### config.mk
export PLATFORM = sky130hd
export DESIGN_NAME = mftam_top
export DESIGN_NICKNAME = d
export VERILOG_FILES = /design/src/hw/mftam_pkg.sv /design/src/hw/mftam_edge.sv /design/src/hw/mftam_trip_cell.sv /design/src/hw/mftam_top.sv
export SDC_FILE = /design/constraint.sdc
export NUM_CORES = 1
export LEC_CHECK = 0
export BUFFER_PORTS_ARGS = -buffer_cell sky130_fd_sc_hd__buf_2
export CELL_PAD_IN_SITES_DETAIL_PLACEMENT = 0
export CELL_PAD_IN_SITES_GLOBAL_PLACEMENT = 1
export CORE_MARGIN = 3
export CORE_UTILIZATION = 32
export CTS_CLUSTER_DIAMETER = 120
export DETAILED_ROUTE_END_ITERATION = 8
export PLACE_DENSITY = 0.81
export SYNTH_ARGS = -nofsm -noshare
export SYNTH_HDL_FRONTEND = slang
export SYNTH_SLANG_ARGS = --single-unit
### constraint.sdc
create_clock -name clk_i -period 1.8 [get_ports clk_i]
set_clock_uncertainty 0.05 [all_clocks]
set_input_delay 0.27 -clock clk_i [delete_from_list [all_inputs] [get_ports clk_i]]
set_output_delay 0.27 -clock clk_i [all_outputs]
set_load 0.05 [all_outputs]
### src/hw/mftam_pkg.sv
// package: fault supervision constants, register map and carrier types
package mftam_pkg;

   // register byte offsets
   localparam logic [7:0] MFTAM_OFS_CTRL     = 8'h00;
   localparam logic [7:0] MFTAM_OFS_STATUS   = 8'h04;
   localparam logic [7:0] MFTAM_OFS_IRQ_STAT = 8'h08;
   localparam logic [7:0] MFTAM_OFS_IRQ_MASK = 8'h0c;
   localparam logic [7:0] MFTAM_OFS_CMD      = 8'h10;

   // control field positions
   localparam int MFTAM_CTRL_AUTORESET  = 0;
   localparam int MFTAM_CTRL_EMERGENCY  = 1;
   localparam int MFTAM_CTRL_TOVL_TRIP  = 2;
   localparam int MFTAM_CTRL_TSHT_TRIP  = 3;
   localparam int MFTAM_CTRL_SUBST_MODE = 4;
   localparam int MFTAM_CTRL_SUBST_VAL  = 5;
   localparam int MFTAM_CTRL_W          = 6;
   localparam int MFTAM_CMD_TRIP_RESET  = 0;

   // values after reset
   localparam logic [5:0]  MFTAM_CTRL_RST = 6'h00;
   localparam logic [10:0] MFTAM_MASK_RST = 11'h000;

   // trip latch indices
   localparam int MFTAM_FI_PIE  = 0;
   localparam int MFTAM_FI_DEF  = 1;
   localparam int MFTAM_FI_UVN  = 2;
   localparam int MFTAM_FI_UVS  = 3;
   localparam int MFTAM_FI_SENS = 4;
   localparam int MFTAM_FI_TOVL = 5;
   localparam int MFTAM_FI_TSHT = 6;
   localparam int MFTAM_N_FAULT = 7;

   // signalling bits towards the bus master, also the irq layout
   typedef struct packed {
      logic master_stop;
      logic bus_fault;
      logic temp_short;
      logic temp_ovl;
      logic ovl_trip;
      logic sensor_ovl;
      logic elec_uv;
      logic defect;
      logic pie;
      logic gen_warn;
      logic gen_fault;
   } mftam_status_t;

   localparam int MFTAM_STATUS_W = $bits(mftam_status_t);

   // sensed fault causes
   typedef struct packed {
      logic pie;
      logic defect;
      logic unswitched_supply_rail_low;
      logic switched_supply_rail_low;
      logic sensor_ovl;
      logic temp_ovl;
      logic temp_short;
   } mftam_cause_t;

endpackage : mftam_pkg

### src/hw/mftam_edge.sv
// rising edge detector for the trip-reset level
`timescale 1ns/1ps
module mftam_edge (
   // clock and reset
   input  wire logic clk_i,
   input  wire logic srst_i,
   // level in, pulse out
   input  wire logic level_i,
   output logic      pulse_o
);
   logic prev_reg;

   always_ff @(posedge clk_i) begin
      if (srst_i) begin
         prev_reg <= 1'b0;
      end else begin
         prev_reg <= level_i;
      end
   end

   assign pulse_o = level_i & ~prev_reg;
endmodule : mftam_edge

### src/hw/mftam_trip_cell.sv
// one latched trip: set by its cause, cleared by an acknowledge once the cause is gone
`timescale 1ns/1ps
module mftam_trip_cell (
   // clock and reset
   input  wire logic clk_i,
   input  wire logic srst_i,
   // cause and acknowledge
   input  wire logic cause_i,
   input  wire logic trip_en_i,
   input  wire logic ack_i,
   // latched trip
   output logic      trip_o
);
   logic trip_reg;

   always_ff @(posedge clk_i) begin
      if (srst_i) begin
         trip_reg <= 1'b0;
      end else if (cause_i && trip_en_i) begin
         trip_reg <= 1'b1;
      end else if (ack_i && !cause_i) begin
         trip_reg <= 1'b0;
      end
   end

   assign trip_o = trip_reg;
endmodule : mftam_trip_cell

### src/hw/mftam_top.sv
// fault supervision, trip latching and acknowledgement for a bus-controlled motor starter
//
// Behaviour
// - process image error and switching element defect always trip, never warn.
// - every system fault except switched-supply undervoltage sets its signalling bit in the cyclic status word.
// - after a trip the switch stays off until cause gone and acknowledged.
// - emergency start lets commands switch despite general fault, not device fault.
// - trip-reset bit or trip-reset command both acknowledge faults.
// - autoreset acknowledges temperature trips automatically once the cause has cleared.
// - image error sets fault bits, lights fault red, cleared only by run withdrawal.
// - trip-reset acts on rising edge; held high acknowledges once.
// - bus loss sets bus-fault, lights bus indicator, applies substitute or last.
// - master stop sets its bit, bus indicator off, substitute or last.
// - supply under 18 V trips; unswitched also flags undervoltage, auto-acknowledged.
// - sensor supply overload trips, fault red, cleared only by trip-reset.
// - temperature overload warns and auto-clears, or trips needing autoreset/trip-reset.
// - temperature-overload trip acknowledgement refused while motor still hot.
// - temperature short-circuit handled like overload, with its own bit.
// - auto-acknowledged faults clear when cause disappears, whatever the autoreset setting.
`timescale 1ns/1ps
module mftam_top
   import mftam_pkg::*;
#(
   parameter int ADDR_W = 8,
   parameter int DATA_W = 32
) (
   // clock and reset
   input  wire logic                      clk_i,
   input  wire logic                      srst_i,
   // register port
   input  wire logic [ADDR_W-1:0]         addr_i,
   input  wire logic [DATA_W-1:0]         wdata_i,
   input  wire logic                      wr_i,
   input  wire logic                      rd_i,
   output logic [DATA_W-1:0]              rdata_o,
   // cyclic output image from the master
   input  wire logic                      run_cmd_i,
   input  wire logic                      trip_reset_bit_i,
   input  wire logic                      bus_comm_ok_i,
   input  wire logic                      master_run_i,
   // fault detectors
   input  wire mftam_pkg::mftam_cause_t   cause_i,
   // switching element and indicators
   output logic                           switch_on_o,
   output logic                           system_fault_indicator_o,
   output logic                           bus_fault_indicator_o,
   // cyclic input image to the master
   output mftam_pkg::mftam_status_t       status_o,
   // interrupt
   output logic                           irq_o
);
   import mftam_pkg::*;

   // the map decodes the low eight address bits and returns an 11-bit status
   if (ADDR_W < 8 || DATA_W < MFTAM_STATUS_W) begin : g_chk
      $error("mftam_top: ADDR_W must be >= 8 and DATA_W >= status width");
   end

   // control and software state
   logic [MFTAM_CTRL_W-1:0]     ctrl_reg;
   logic [MFTAM_STATUS_W-1:0]   irq_stat_reg;
   logic [MFTAM_STATUS_W-1:0]   irq_stat_next;
   logic [MFTAM_STATUS_W-1:0]   irq_mask_reg;
   logic [DATA_W-1:0]           rdata_reg;
   logic                        cmd_reset_reg;
   logic                        last_run_reg;
   logic                        switch_on_reg;
   logic                        fault_ind_reg;
   logic                        bus_ind_reg;
   logic                        irq_reg;
   mftam_status_t               status_reg;
   mftam_status_t               status_next;

   // decode
   logic [7:0]                  ofs;
   logic                        wr_ctrl;
   logic                        wr_mask;
   logic                        wr_cmd;
   logic                        rd_irq;

   // acknowledge and trip state
   logic                        edge_pulse;
   logic                        ack_pulse;
   logic                        autoreset;
   logic                        emergency;
   logic [MFTAM_N_FAULT-1:0]    cause_vec;
   logic [MFTAM_N_FAULT-1:0]    trip_en_vec;
   logic [MFTAM_N_FAULT-1:0]    ack_vec;
   logic [MFTAM_N_FAULT-1:0]    trip_vec;
   logic                        gen_fault;
   logic                        device_fault;
   logic                        bus_fault;
   logic                        master_stop;
   logic                        eff_run;
   logic                        switch_on_next;

   assign ofs     = addr_i[7:0];
   assign wr_ctrl = wr_i && (ofs == MFTAM_OFS_CTRL);
   assign wr_mask = wr_i && (ofs == MFTAM_OFS_IRQ_MASK);
   assign wr_cmd  = wr_i && (ofs == MFTAM_OFS_CMD);
   assign rd_irq  = rd_i && (ofs == MFTAM_OFS_IRQ_STAT);

   assign autoreset = ctrl_reg[MFTAM_CTRL_AUTORESET];
   assign emergency = ctrl_reg[MFTAM_CTRL_EMERGENCY];

   // control register
   always_ff @(posedge clk_i) begin
      if (srst_i) begin
         ctrl_reg <= MFTAM_CTRL_RST;
      end else if (wr_ctrl) begin
         ctrl_reg <= wdata_i[MFTAM_CTRL_W-1:0];
      end
   end

   // interrupt mask register
   always_ff @(posedge clk_i) begin
      if (srst_i) begin
         irq_mask_reg <= MFTAM_MASK_RST;
      end else if (wr_mask) begin
         irq_mask_reg <= wdata_i[MFTAM_STATUS_W-1:0];
      end
   end

   // trip-reset command is a one-cycle event of its own; a write is already an edge
   always_ff @(posedge clk_i) begin
      if (srst_i) begin
         cmd_reset_reg <= 1'b0;
      end else begin
         cmd_reset_reg <= wr_cmd && wdata_i[MFTAM_CMD_TRIP_RESET];
      end
   end

   mftam_edge u_edge (
      .clk_i   (clk_i),
      .srst_i  (srst_i),
      .level_i (trip_reset_bit_i),
      .pulse_o (edge_pulse)
   );

   assign ack_pulse = edge_pulse | cmd_reset_reg;

   assign cause_vec[MFTAM_FI_PIE]  = cause_i.pie;
   assign cause_vec[MFTAM_FI_DEF]  = cause_i.defect;
   assign cause_vec[MFTAM_FI_UVN]  = cause_i.unswitched_supply_rail_low;
   assign cause_vec[MFTAM_FI_UVS]  = cause_i.switched_supply_rail_low;
   assign cause_vec[MFTAM_FI_SENS] = cause_i.sensor_ovl;
   assign cause_vec[MFTAM_FI_TOVL] = cause_i.temp_ovl;
   assign cause_vec[MFTAM_FI_TSHT] = cause_i.temp_short;

   assign trip_en_vec[MFTAM_FI_PIE]  = 1'b1;
   assign trip_en_vec[MFTAM_FI_DEF]  = 1'b1;
   assign trip_en_vec[MFTAM_FI_UVN]  = 1'b1;
   assign trip_en_vec[MFTAM_FI_UVS]  = 1'b1;
   assign trip_en_vec[MFTAM_FI_SENS] = 1'b1;
   assign trip_en_vec[MFTAM_FI_TOVL] = ctrl_reg[MFTAM_CTRL_TOVL_TRIP];
   assign trip_en_vec[MFTAM_FI_TSHT] = ctrl_reg[MFTAM_CTRL_TSHT_TRIP];

   // countercommand clears image error; a dead link carries none
   assign ack_vec[MFTAM_FI_PIE]  = ~run_cmd_i & ~bus_fault;
   // device defect only clears on reset
   assign ack_vec[MFTAM_FI_DEF]  = 1'b0;
   assign ack_vec[MFTAM_FI_UVN]  = 1'b1;
   assign ack_vec[MFTAM_FI_UVS]  = 1'b1;
   assign ack_vec[MFTAM_FI_SENS] = ack_pulse;
   assign ack_vec[MFTAM_FI_TOVL] = ack_pulse | autoreset;
   assign ack_vec[MFTAM_FI_TSHT] = ack_pulse | autoreset;

   // cell refuses ack while cause stands
   for (genvar gi = 0; gi < MFTAM_N_FAULT; gi++) begin : g_trip
      mftam_trip_cell u_cell (
         .clk_i     (clk_i),
         .srst_i    (srst_i),
         .cause_i   (cause_vec[gi]),
         .trip_en_i (trip_en_vec[gi]),
         .ack_i     (ack_vec[gi]),
         .trip_o    (trip_vec[gi])
      );
   end

   assign gen_fault    = |trip_vec;
   assign device_fault = trip_vec[MFTAM_FI_DEF];
   assign bus_fault    = ~bus_comm_ok_i;
   assign master_stop  = bus_comm_ok_i & ~master_run_i;

   always_comb begin
      status_next             = '0;
      status_next.gen_fault   = gen_fault;
      status_next.pie         = trip_vec[MFTAM_FI_PIE];
      status_next.defect      = trip_vec[MFTAM_FI_DEF];
      status_next.elec_uv     = trip_vec[MFTAM_FI_UVN];
      status_next.sensor_ovl  = trip_vec[MFTAM_FI_SENS];
      status_next.ovl_trip    = trip_vec[MFTAM_FI_TOVL] | trip_vec[MFTAM_FI_TSHT];
      status_next.temp_ovl    = trip_vec[MFTAM_FI_TOVL] |
                                (cause_i.temp_ovl & ~ctrl_reg[MFTAM_CTRL_TOVL_TRIP]);
      status_next.temp_short  = trip_vec[MFTAM_FI_TSHT] |
                                (cause_i.temp_short & ~ctrl_reg[MFTAM_CTRL_TSHT_TRIP]);
      status_next.gen_warn    =
         (cause_i.temp_ovl & ~ctrl_reg[MFTAM_CTRL_TOVL_TRIP]) |
         (cause_i.temp_short & ~ctrl_reg[MFTAM_CTRL_TSHT_TRIP]);
      status_next.bus_fault   = bus_fault;
      status_next.master_stop = master_stop;
   end

   always_ff @(posedge clk_i) begin
      if (srst_i) begin
         status_reg <= '0;
      end else begin
         status_reg <= status_next;
      end
   end

   // last value is frozen at the moment the link stops serving run commands
   always_ff @(posedge clk_i) begin
      if (srst_i) begin
         last_run_reg <= 1'b0;
      end else if (!bus_fault && !master_stop) begin
         last_run_reg <= run_cmd_i;
      end
   end

   always_comb begin
      if (bus_fault || master_stop) begin
         if (ctrl_reg[MFTAM_CTRL_SUBST_MODE]) begin
            eff_run = ctrl_reg[MFTAM_CTRL_SUBST_VAL];
         end else begin
            eff_run = last_run_reg;
         end
      end else begin
         eff_run = run_cmd_i;
      end
   end

   always_comb begin
      if (!gen_fault) begin
         switch_on_next = eff_run;
      end else if (emergency && !device_fault) begin
         switch_on_next = eff_run;
      end else begin
         switch_on_next = 1'b0;
      end
   end

   always_ff @(posedge clk_i) begin
      if (srst_i) begin
         switch_on_reg <= 1'b0;
      end else begin
         switch_on_reg <= switch_on_next;
      end
   end

   // fault indicator red on any trip
   always_ff @(posedge clk_i) begin
      if (srst_i) begin
         fault_ind_reg <= 1'b0;
      end else begin
         fault_ind_reg <= gen_fault;
      end
   end

   // bus indicator only on real loss
   always_ff @(posedge clk_i) begin
      if (srst_i) begin
         bus_ind_reg <= 1'b0;
      end else begin
         bus_ind_reg <= bus_fault;
      end
   end

   // new events set sticky bits; set wins over the clear-on-read
   always_comb begin
      irq_stat_next = irq_stat_reg;
      if (rd_irq) begin
         irq_stat_next = '0;
      end
      irq_stat_next = irq_stat_next | (status_next & ~status_reg);
   end

   always_ff @(posedge clk_i) begin
      if (srst_i) begin
         irq_stat_reg <= '0;
      end else begin
         irq_stat_reg <= irq_stat_next;
      end
   end

   always_ff @(posedge clk_i) begin
      if (srst_i) begin
         irq_reg <= 1'b0;
      end else begin
         irq_reg <= |(irq_stat_next & irq_mask_reg);
      end
   end

   // read data for one cycle only; unmapped and write-only offsets read zero
   always_ff @(posedge clk_i) begin
      if (srst_i) begin
         rdata_reg <= '0;
      end else if (rd_i) begin
         case (ofs)
            MFTAM_OFS_CTRL: begin
               rdata_reg <= DATA_W'(ctrl_reg);
            end
            MFTAM_OFS_STATUS: begin
               rdata_reg <= DATA_W'(status_reg);
            end
            MFTAM_OFS_IRQ_STAT: begin
               rdata_reg <= DATA_W'(irq_stat_reg);
            end
            MFTAM_OFS_IRQ_MASK: begin
               rdata_reg <= DATA_W'(irq_mask_reg);
            end
            default: begin
               rdata_reg <= '0;
            end
         endcase
      end else begin
         rdata_reg <= '0;
      end
   end

   assign rdata_o                  = rdata_reg;
   assign switch_on_o              = switch_on_reg;
   assign system_fault_indicator_o = fault_ind_reg;
   assign bus_fault_indicator_o    = bus_ind_reg;
   assign status_o                 = status_reg;
   assign irq_o                    = irq_reg;
endmodule : mftam_top

**Yosys cells after proc, flatten, opt, wreduce, memory -nomap -nowiden**

Cells that the tools add are included.

- Register bits: 83
- Latch bits: 0
- Bits in writable memories: 0
- Memory bits (read-only): 0
- Bits of input ports: 55
- Output and inout bits: 47
- Logic and storage cells: 97
- Memories kept: 0

- Add/sub/neg operators: 0
- $mul: 0
- Divide/modulo/power cells: 0
- Order comparisons: 0
- Equal/unequal tests: 4
- Shift operators: 0
- Muxes and demuxes: 16
- Bitwise operators: 22
- Reduce and logical (&&, ||, !) cells: 28

Operator list:

| operator | number |
|---|---|
| 11-bit one-hot mux with 4 select lines | 1 |
| 11-bit AND | 2 |
| 8-bit by 4-bit == test with 1-bit output (second input constant) | 2 |
| 1-bit two-way mux | 14 |
| 1-bit logical AND | 13 |
| 11-bit two-way mux | 1 |
| 11-bit NOT | 1 |
| 11-bit OR | 1 |
| 11-bit OR reduction | 1 |
| 8-bit by 3-bit == test with 1-bit output (second input constant) | 1 |
| 8-bit by 5-bit == test with 1-bit output (second input constant) | 1 |
| 8-bit logical NOT | 1 |
| 2-bit nonzero test | 4 |
| 1-bit NOT | 7 |
| 7-bit OR reduction | 1 |
| 1-bit logical NOT | 6 |
| 1-bit OR | 6 |
| 1-bit AND | 5 |
| 2-bit OR reduction | 1 |
| 1-bit logical OR | 1 |

**Longest topological paths before layout**

Gate-level depths: netlist (run 1).

- Depth in word-level cells: 7
- Mapped depth: 6
- Gate-level depth less buffers: 5

**By module**

A second synthesis (run 1) with hierarchy kept.

- Cell total of the unflattened synthesis: 289
- Area total of the unflattened synthesis: 2780.2 um^2

By module, submodules not included:

| module | times used | cells each | area each (um^2) |
|---|---|---|---|
| mftam_top | 1 | 251 | 2434.8 |
| mftam_trip_cell | 7 | 5 | 42.5 |
| mftam_edge | 1 | 3 | 47.5 |

**Least setup slack after synthesis (run 1)**

OpenSTA, ideal clock, no wires.

- Path kind: reg-to-reg
- Start: register g_trip[5].u_cell.trip_reg
- End: register irq_reg (netlist: irq_o)
- Library setup time: 0.138 ns
- Data arrival time: 1.597 ns
- Slack: 0.015 ns
- Stages on the path, launching flop included: 6
- Buffers on the path: 0
- Clock period less this slack: 1.785 ns
- Path through: dfxtp_1 -> or4_4 -> nor4_4 -> nor2_2 -> a2111oi_4 -> a41oi_1

- Longest elaborated chain between the ends: 5

RTL lines:

| what | line | text |
|---|---|---|
| start, declared | mftam_trip_cell.sv:14 | `logic trip_reg;` |
| start signal, assigned | mftam_trip_cell.sv:18 | `trip_reg <= 1'b0;` |
| start signal, assigned | mftam_trip_cell.sv:20 | `trip_reg <= 1'b1;` |
| start signal, assigned | mftam_trip_cell.sv:22 | `trip_reg <= 1'b0;` |
| 7-bit OR reduction (tied with other cells) | mftam_top.sv:180 | `assign gen_fault = \|trip_vec;` |
| 11-bit AND * | mftam_top.sv:275 | `irq_stat_next = irq_stat_next \| (status_next & ~status_reg);` |
| 11-bit OR * | mftam_top.sv:275 |  |
| 11-bit AND * | mftam_top.sv:290 | `irq_reg <= \|(irq_stat_next & irq_mask_reg);` |
| 11-bit OR reduction * | mftam_top.sv:290 |  |
| end signal, assigned | mftam_top.sv:290 |  |
| end, declared | mftam_top.sv:70 | `logic irq_reg;` |

Every way passes the cells marked *; elsewhere a longest branch is shown, timed or not.
A chain may end at the register's enable or synchronous reset.

**Worst setup path in the final report (run 1)**

Same ends and word-level chain as after synthesis.

==> results of run 1 <==
[metrics by stage]
stage,total power (W),cell area (um2)
finish,0.00304,3320
detailed placement,0.00187,3120
global route,0.00316,3320
CTS,0.00307,3320
global placement,0.00186,3120
floorplan,0.00179,2770
[cells in the final DEF (no fill, tap or decap), types with 6 or more instances in the layout]
| master | instances |
|---|---|
| clkbuf_8 | 9 |
| nor2_1 | 56 |
| mux4_2 | 6 |
| nand2_1 | 9 |
| buf_4 | 18 |
| mux2i_1 | 17 |
| a22oi_1 | 6 |
| conb_1 | 21 |
| inv_1 | 9 |
| buf_2 | 59 |
| dfxtp_1 | 62 |
| nor2b_1 | 23 |
| a21oi_1 | 13 |
| o21ai_0 | 9 |
[final timing paths]
check	start	end	slack [ns]	cells past startpoint
setup / recovery	g_trip[5].u_cell.trip_o	irq_o	-0.02	5
hold / removal	cause_i[6]	g_trip[0].u_cell.trip_o	0.09	3
setup reg to reg	g_trip[5].u_cell.trip_o	irq_o	-0.02	5
hold reg to reg	last_run_reg	last_run_reg	0.42	2
[power by group]
part | total (W) | internal (W) | switching (W)
combinational | 0.000392 | 0.000119 | 0.000273
clock | 0.00120 | 0.000640 | 0.000561
sequential | 0.00144 | 0.00141 | 0.0000320
total | 0.00304 | 0.00217 | 0.000866
[per-layer routing]
layer	track usage	part of all wire	vias to the layer above
li1	-	-	1054
met1	0.175	0.44	995
met2	0.218	0.48	51
met3	0.0510	0.065	6
met4	0.0447	0.012	0
met5	0	0	-
[layout make-up]
cell class / instances / area [um2] / share of cell area
repair buffers: 78 / 450 / 0.136
inverters: 9 / 33.8 / 0.0102
flip-flops and latches: 62 / 1240 / 0.374
well taps: 102 / 128 / 0.0384
clock inverters: 7 / 75.1 / 0.0226
clock buffers: 9 / 124 / 0.0373
multi-input cells: 193 / 1270 / 0.382
[worst min-delay path, stage by stage]
cell,delay (ns)
buf_2,0.08
a21oi_1,0.03
nor2_1,0.06
[logic make-up after synthesis]
family | Yosys count | synth area share
multiplexers | 27 | 0.130
flip-flops | 62 | 0.461
other | 1 | 0.00139
AND/OR/NAND/NOR | 104 | 0.207
buffers and inverters | 44 | 0.0953
AO/OA/AOI/OAI | 41 | 0.105
==> run summary, run 1 <==
Run status = complete, but fails checks
Violated checks = setup timing
Critical-path top delay cell = or4_4
Via/cell ratio = 4.58
Dpl hpwl = 4990 um
Worst skew pair latency = 0.34 ns
Min-delay worst type = input pin to flip-flop
Initial core utilization = 0.339
CTS tree = yes
Root Buffer = clkbuf_8
Worst Path Required = 1.96 ns
Crit end category = flip-flop
Total track usage = 0.138
Highest Clock Rate = 550 MHz
PnR worst setup slack = -0.0181 ns
Final Core Density = 0.419
RSZ-0062 raised after global routing = yes
Worst path cell trace = or4_4, nor4_4, nor2_2, a2111oi_4, a41oi_1
Die Span X = 97.7 um
LEAKAGE = 1.38 nW
Initial DRC count = 57
CTS max path bufs = 2
Post-DRT Antenna Nets = 0
WS Path Type = flip-flop to flip-flop
CP arrival = 1.98 ns
Vias in the first global route = 2089
Post-CTS Resized = 0
Mean Syn Cell Area = 9.65 um2
Count leader, synth = dfxtp_1
Cells after DPL = 444
Post-synthesis cell count = 279
Drc violations = 0
Place WS = -0.0470 ns
Largest net degree at the start of global routing = 28
Count of final hold-check violations = 0
Peak supply drop = 0.313 mV
Synth top area cells = dfxtp_1 46%, nor2_1 7.8%, buf_4 6.7%, mux2i_1 6.3%, nor2b_1 5.3%
DRT Pass-1 Iters = 4
# H-tree levels = 3
Vias = 2106
Post-Layout Cell Count = 460
Global-route wire length before repair = 10400 um
CP Buf/Inv Count = 0
Die span in y = 97.7 um
Post-synthesis cell area = 0.00269 mm2
TritonCTS Buffers = 9
GP Congestion = 0.848
Max-cap viol count = 0
Wire per inst = 14.1 um
Layout cells sized above 1 = 0.316
Yosys warning count = 0
Crit path max fanout = 2
#FFs+latches synth = 62
Post-CTS setup buffer count = 0
Tmin final = 1.82 ns
Initial antenna violation count = 0
Hold WS = 0.0891 ns
Clk slew on worst S/H paths = 0.07 ns
Routed wire length = 6480 um
Post-synth EDFFs = 0
Post-synthesis sequential area ratio = 0.461
PwrDens = 915 mW/mm2
PortBufs = 59
Primary FF master, synth = dfxtp_1
Final Setup Violations = 1
Post-synth top area share = 0.461
Nets = 408
Cell family with most CP delay = simple AND/OR/NAND/NOR gates
Startpoint type of the worst setup path = flip-flop
Yosys cell types = 38
Fillcell total = 830
Global route total overflow = 0
Post-route setup TNS = -0.0181 ns
Asr flop ratio synth = 0
CP max stage delay = 0.55 ns
Crit share post-route = 1.01
Die area = 0.00955 mm2
Area Overhead vs Synth = 23.4%
Core Area = 0.00793 mm2
Antenna Cells = 0
Clock sinks = 62
Quantity of hold-fixing buffers added after cts = 0
Pins Over Slew Limit = 0
Row cnt = 32
Top Ports = 102
Yosys top cell by area = dfxtp_1
Top cells by count, synth = 62 x dfxtp_1, 56 x nor2_1, 24 x buf_4
Note: power is estimated with default switching activity, not from simulation.
==> run 2: changes to the inputs <==
- CORE_UTILIZATION: 32 -> 33
- PLACE_DENSITY: 0.81 -> 0.82
- SYNTH_HIERARCHICAL: default -> 1
==> run summary, run 2 <==
Top cells by count, synth = 62 x dfxtp_1, 50 x nor2_1, 24 x buf_4 (was 62 x dfxtp_1, 56 x nor2_1, 24 x buf_4)
Complex-gate fraction of the synthesized area = 0.0932 (was 0.105)
Yosys cell types = 43 (was 38)
Vias in the first global route = 2081 (was 2089)
Vias = 2185 (was 2106)
#FFs+latches synth = 62 (unchanged)
Final Core Density = 0.429 (was 0.419)
Startpoint type of the worst setup path = flip-flop (unchanged)
Global route total overflow = 0 (unchanged)
Cell family with most CP delay = simple AND/OR/NAND/NOR gates (unchanged)
Switching share of total power = 0.271 (was 0.285)
Most common cell after layout, fill and taps aside = dfxtp_1 (unchanged)
Via/cell ratio = 4.59 (was 4.58)
Routed wire length = 6540 um (was 6480 um)
Post-CTS setup buffer count = 0 (unchanged)
Largest net degree at the start of global routing = 24 (was 28)
LEAKAGE = 1.53 nW (was 1.38 nW)
P_sw = 0.000838 W (was 0.000866 W)
Tmin final = 1.74 ns (was 1.82 ns)
Seq pwr share = 0.469 (was 0.476)
Layout cells sized above 1 = 0.297 (was 0.316)
CP arrival = 1.90 ns (was 1.98 ns)
Post-Layout Cell Count = 476 (was 460)
Asr flop ratio synth = 0 (unchanged)
Worst Path Required = 1.96 ns (about the same)
Dpl cell area = 0.00321 mm2 (was 0.00312 mm2)
Root Buffer = clkbuf_8 (unchanged)
Post-synthesis cell count = 289 (was 279)
Yosys top cell by area = dfxtp_1 (unchanged)
Peak supply drop = 0.392 mV (was 0.313 mV)
Fillcell total = 796 (was 830)
Int Pwr = 0.00226 W (was 0.00217 W)
Initial DRC count = 69 (was 57)
Area Overhead vs Synth = 22.8% (was 23.4%)
Combinational Power Share = 0.135 (was 0.129)
Top Ports = 102 (unchanged)
GP Congestion = 0.770 (was 0.848)
Area of the multi-input gates = 0.00140 mm2 (was 0.00127 mm2)
CP max stage delay = 0.54 ns (was 0.55 ns)
Die span in y = 97.8 um (was 97.7 um)
Crit share post-route = 0.964 (was 1.01)
# H-tree levels = 3 (unchanged)
Mean Syn Cell Area = 9.62 um2 (was 9.65 um2)
Dpl hpwl = 4930 um (was 4990 um)
Synth top area cells = dfxtp_1 45%, nor2_1 6.8%, buf_4 6.5%, mux2i_1 6.1%, nor2b_1 5.2% (was dfxtp_1 46%, nor2_1 7.8%, buf_4 6.7%, mux2i_1 6.3%, nor2b_1 5.3%)
TritonCTS Buffers = 9 (unchanged)
Crit path max fanout = 2 (unchanged)
Drc violations = 0 (unchanged)
CTS max path bufs = 2 (unchanged)
Highest Clock Rate = 576 MHz (was 550 MHz)
Primary FF master, synth = dfxtp_1 (unchanged)
Post-synthesis adder-cell area fraction = 0 (unchanged)
Simple-gate portion of the synthesized area = 0.233 (was 0.207)
CP Buf/Inv Count = 0 (unchanged)
Clk slew on worst S/H paths = 0.07 ns (about the same)
Critical-path top delay cell = or4_4 (unchanged)
CTS tree = yes (unchanged)
WS Path Type = flip-flop to flip-flop (unchanged)
Yosys warning count = 6 (was 0)
Wire per inst = 13.7 um (was 14.1 um)
Die Span X = 97.8 um (was 97.7 um)
RSZ-0062 raised after global routing = yes (unchanged)
Initial core utilization = 0.349 (was 0.339)
Post-synthesis cell area = 0.00278 mm2 (was 0.00269 mm2)
Count leader, synth = dfxtp_1 (unchanged)
Post-synthesis sequential area ratio = 0.446 (was 0.461)
Mux share of post-synthesis cell area = 0.137 (was 0.130)
Total track usage = 0.142 (was 0.138)
Clk pwr share = 0.396 (was 0.395)
Cells after DPL = 460 (was 444)
Min-delay worst type = input pin to flip-flop (unchanged)
PortBufs = 59 (unchanged)
Largest family of logic cells by synthesized area = simple AND/OR/NAND/NOR gates (unchanged)
Final Setup Violations = 0 (was 1)
Worst skew pair latency = 0.34 ns (about the same)
Max-cap viol count = 0 (unchanged)
Initial antenna violation count = 0 (unchanged)
Post-synth top area share = 0.446 (was 0.461)
Crit end category = flip-flop (unchanged)
Core Area = 0.00797 mm2 (was 0.00793 mm2)
Clock sinks = 62 (unchanged)
Die area = 0.00956 mm2 (was 0.00955 mm2)
Sequential Area = 0.00124 mm2 (unchanged)
DRT Pass-1 Iters = 4 (unchanged)
Nets = 424 (was 408)
Post-DRT Antenna Nets = 0 (unchanged)
Global-route wire length before repair = 10600 um (was 10400 um)
Design Area, Final = 0.00341 mm2 (was 0.00332 mm2)
PwrDens = 907 mW/mm2 (was 915 mW/mm2)
Run status = completed (was complete, but fails checks)
Count of final hold-check violations = 0 (unchanged)
Post-synth EDFFs = 0 (unchanged)
Antenna Cells = 0 (unchanged)
Pins Over Slew Limit = 0 (unchanged)
Worst path cell trace = or4_4, nor4_4, nor3b_1, nor4_2, a41oi_1 (was or4_4, nor4_4, nor2_2, a2111oi_4, a41oi_1)
Synth Area in XOR/XNOR = 0 (unchanged)
Row cnt = 32 (unchanged)
Most frequent cells in the layout = 62 x dfxtp_1, 59 x buf_2, 50 x nor2_1 (was 62 x dfxtp_1, 59 x buf_2, 56 x nor2_1)
==> run 2: cell type report <==
type	instances	area share
repair buffers	75	0.125
inverters	6	0.00660
well taps	102	0.0374
clock inverters	4	0.0132
clock buffers	12	0.0454
multi-input cells	215	0.409
flip-flops and latches	62	0.364
==> run 2: through the flow <==
step	TNS [ns]	setup WS, ns	hold WS (ns)	total power, W
6_report	0	0.0644	0.106	0.00310
5_1_grt	-0.0708	-0.0708	0.107	0.00322
4_1_cts	0	0.0123	0.0841	0.00314
3_5_place_dp	0	0.0272	0.405	0.00190
3_3_place_gp	0	0.0501	0.394	0.00190
2_1_floorplan	0	0.0965	0.284	0.00182
==> run 2: kinds of logic after synthesis <==
| logic type | after synthesis |
|---|---|
| simple gates | 117 |
| flops | 62 |
| compound gates | 40 |
| buf+inv | 39 |
| mux | 29 |
| other cells | 2 |
==> run 2: worst paths after layout <==
check                           from               endpoint  slack [ns]  cells past startpoint
max          g_trip[6].u_cell/trip_o                  irq_o        0.06                      5
min                    bus_comm_ok_i  bus_fault_indicator_o        0.11                      2
min reg2reg             last_run_reg           last_run_reg        0.41                      2
max reg2reg  g_trip[6].u_cell/trip_o                  irq_o        0.06                      5
==> run 2: worst reg2reg max path: stages (launching register included) <==
cell,delay [ns]
dfxtp_1,0.32
or4_4,0.54
nor4_4,0.18
nor3b_1,0.11
nor4_2,0.27
a41oi_1,0.15
==> run 2: layer usage <==
metal	up-vias	routed length [um]	GRT usage
li1	1099	-	-
met1	1008	2920	0.175
met2	63	3080	0.226
met3	15	388	0.0429
met4	0	154	0.0682
met5	-	0	0
==> run 2: what timing repair did <==
item                                    CTS  global route
hold endpoints to repair                  0             0
resized for setup                         0             0
hold buffers                              0             0
endpoints found under the setup margin    0             1
==> run 2: power groups by stage <==
stage | clock (W) | sequential (W) | combinational, W
6_report | 0.00123 | 0.00145 | 0.000419
5_1_grt | 0.00131 | 0.00146 | 0.000453
4_1_cts | 0.00127 | 0.00145 | 0.000419
3_5_place_dp | 0 | 0.00148 | 0.000418
3_3_place_gp | 0 | 0.00148 | 0.000414
2_1_floorplan | 0 | 0.00152 | 0.000295
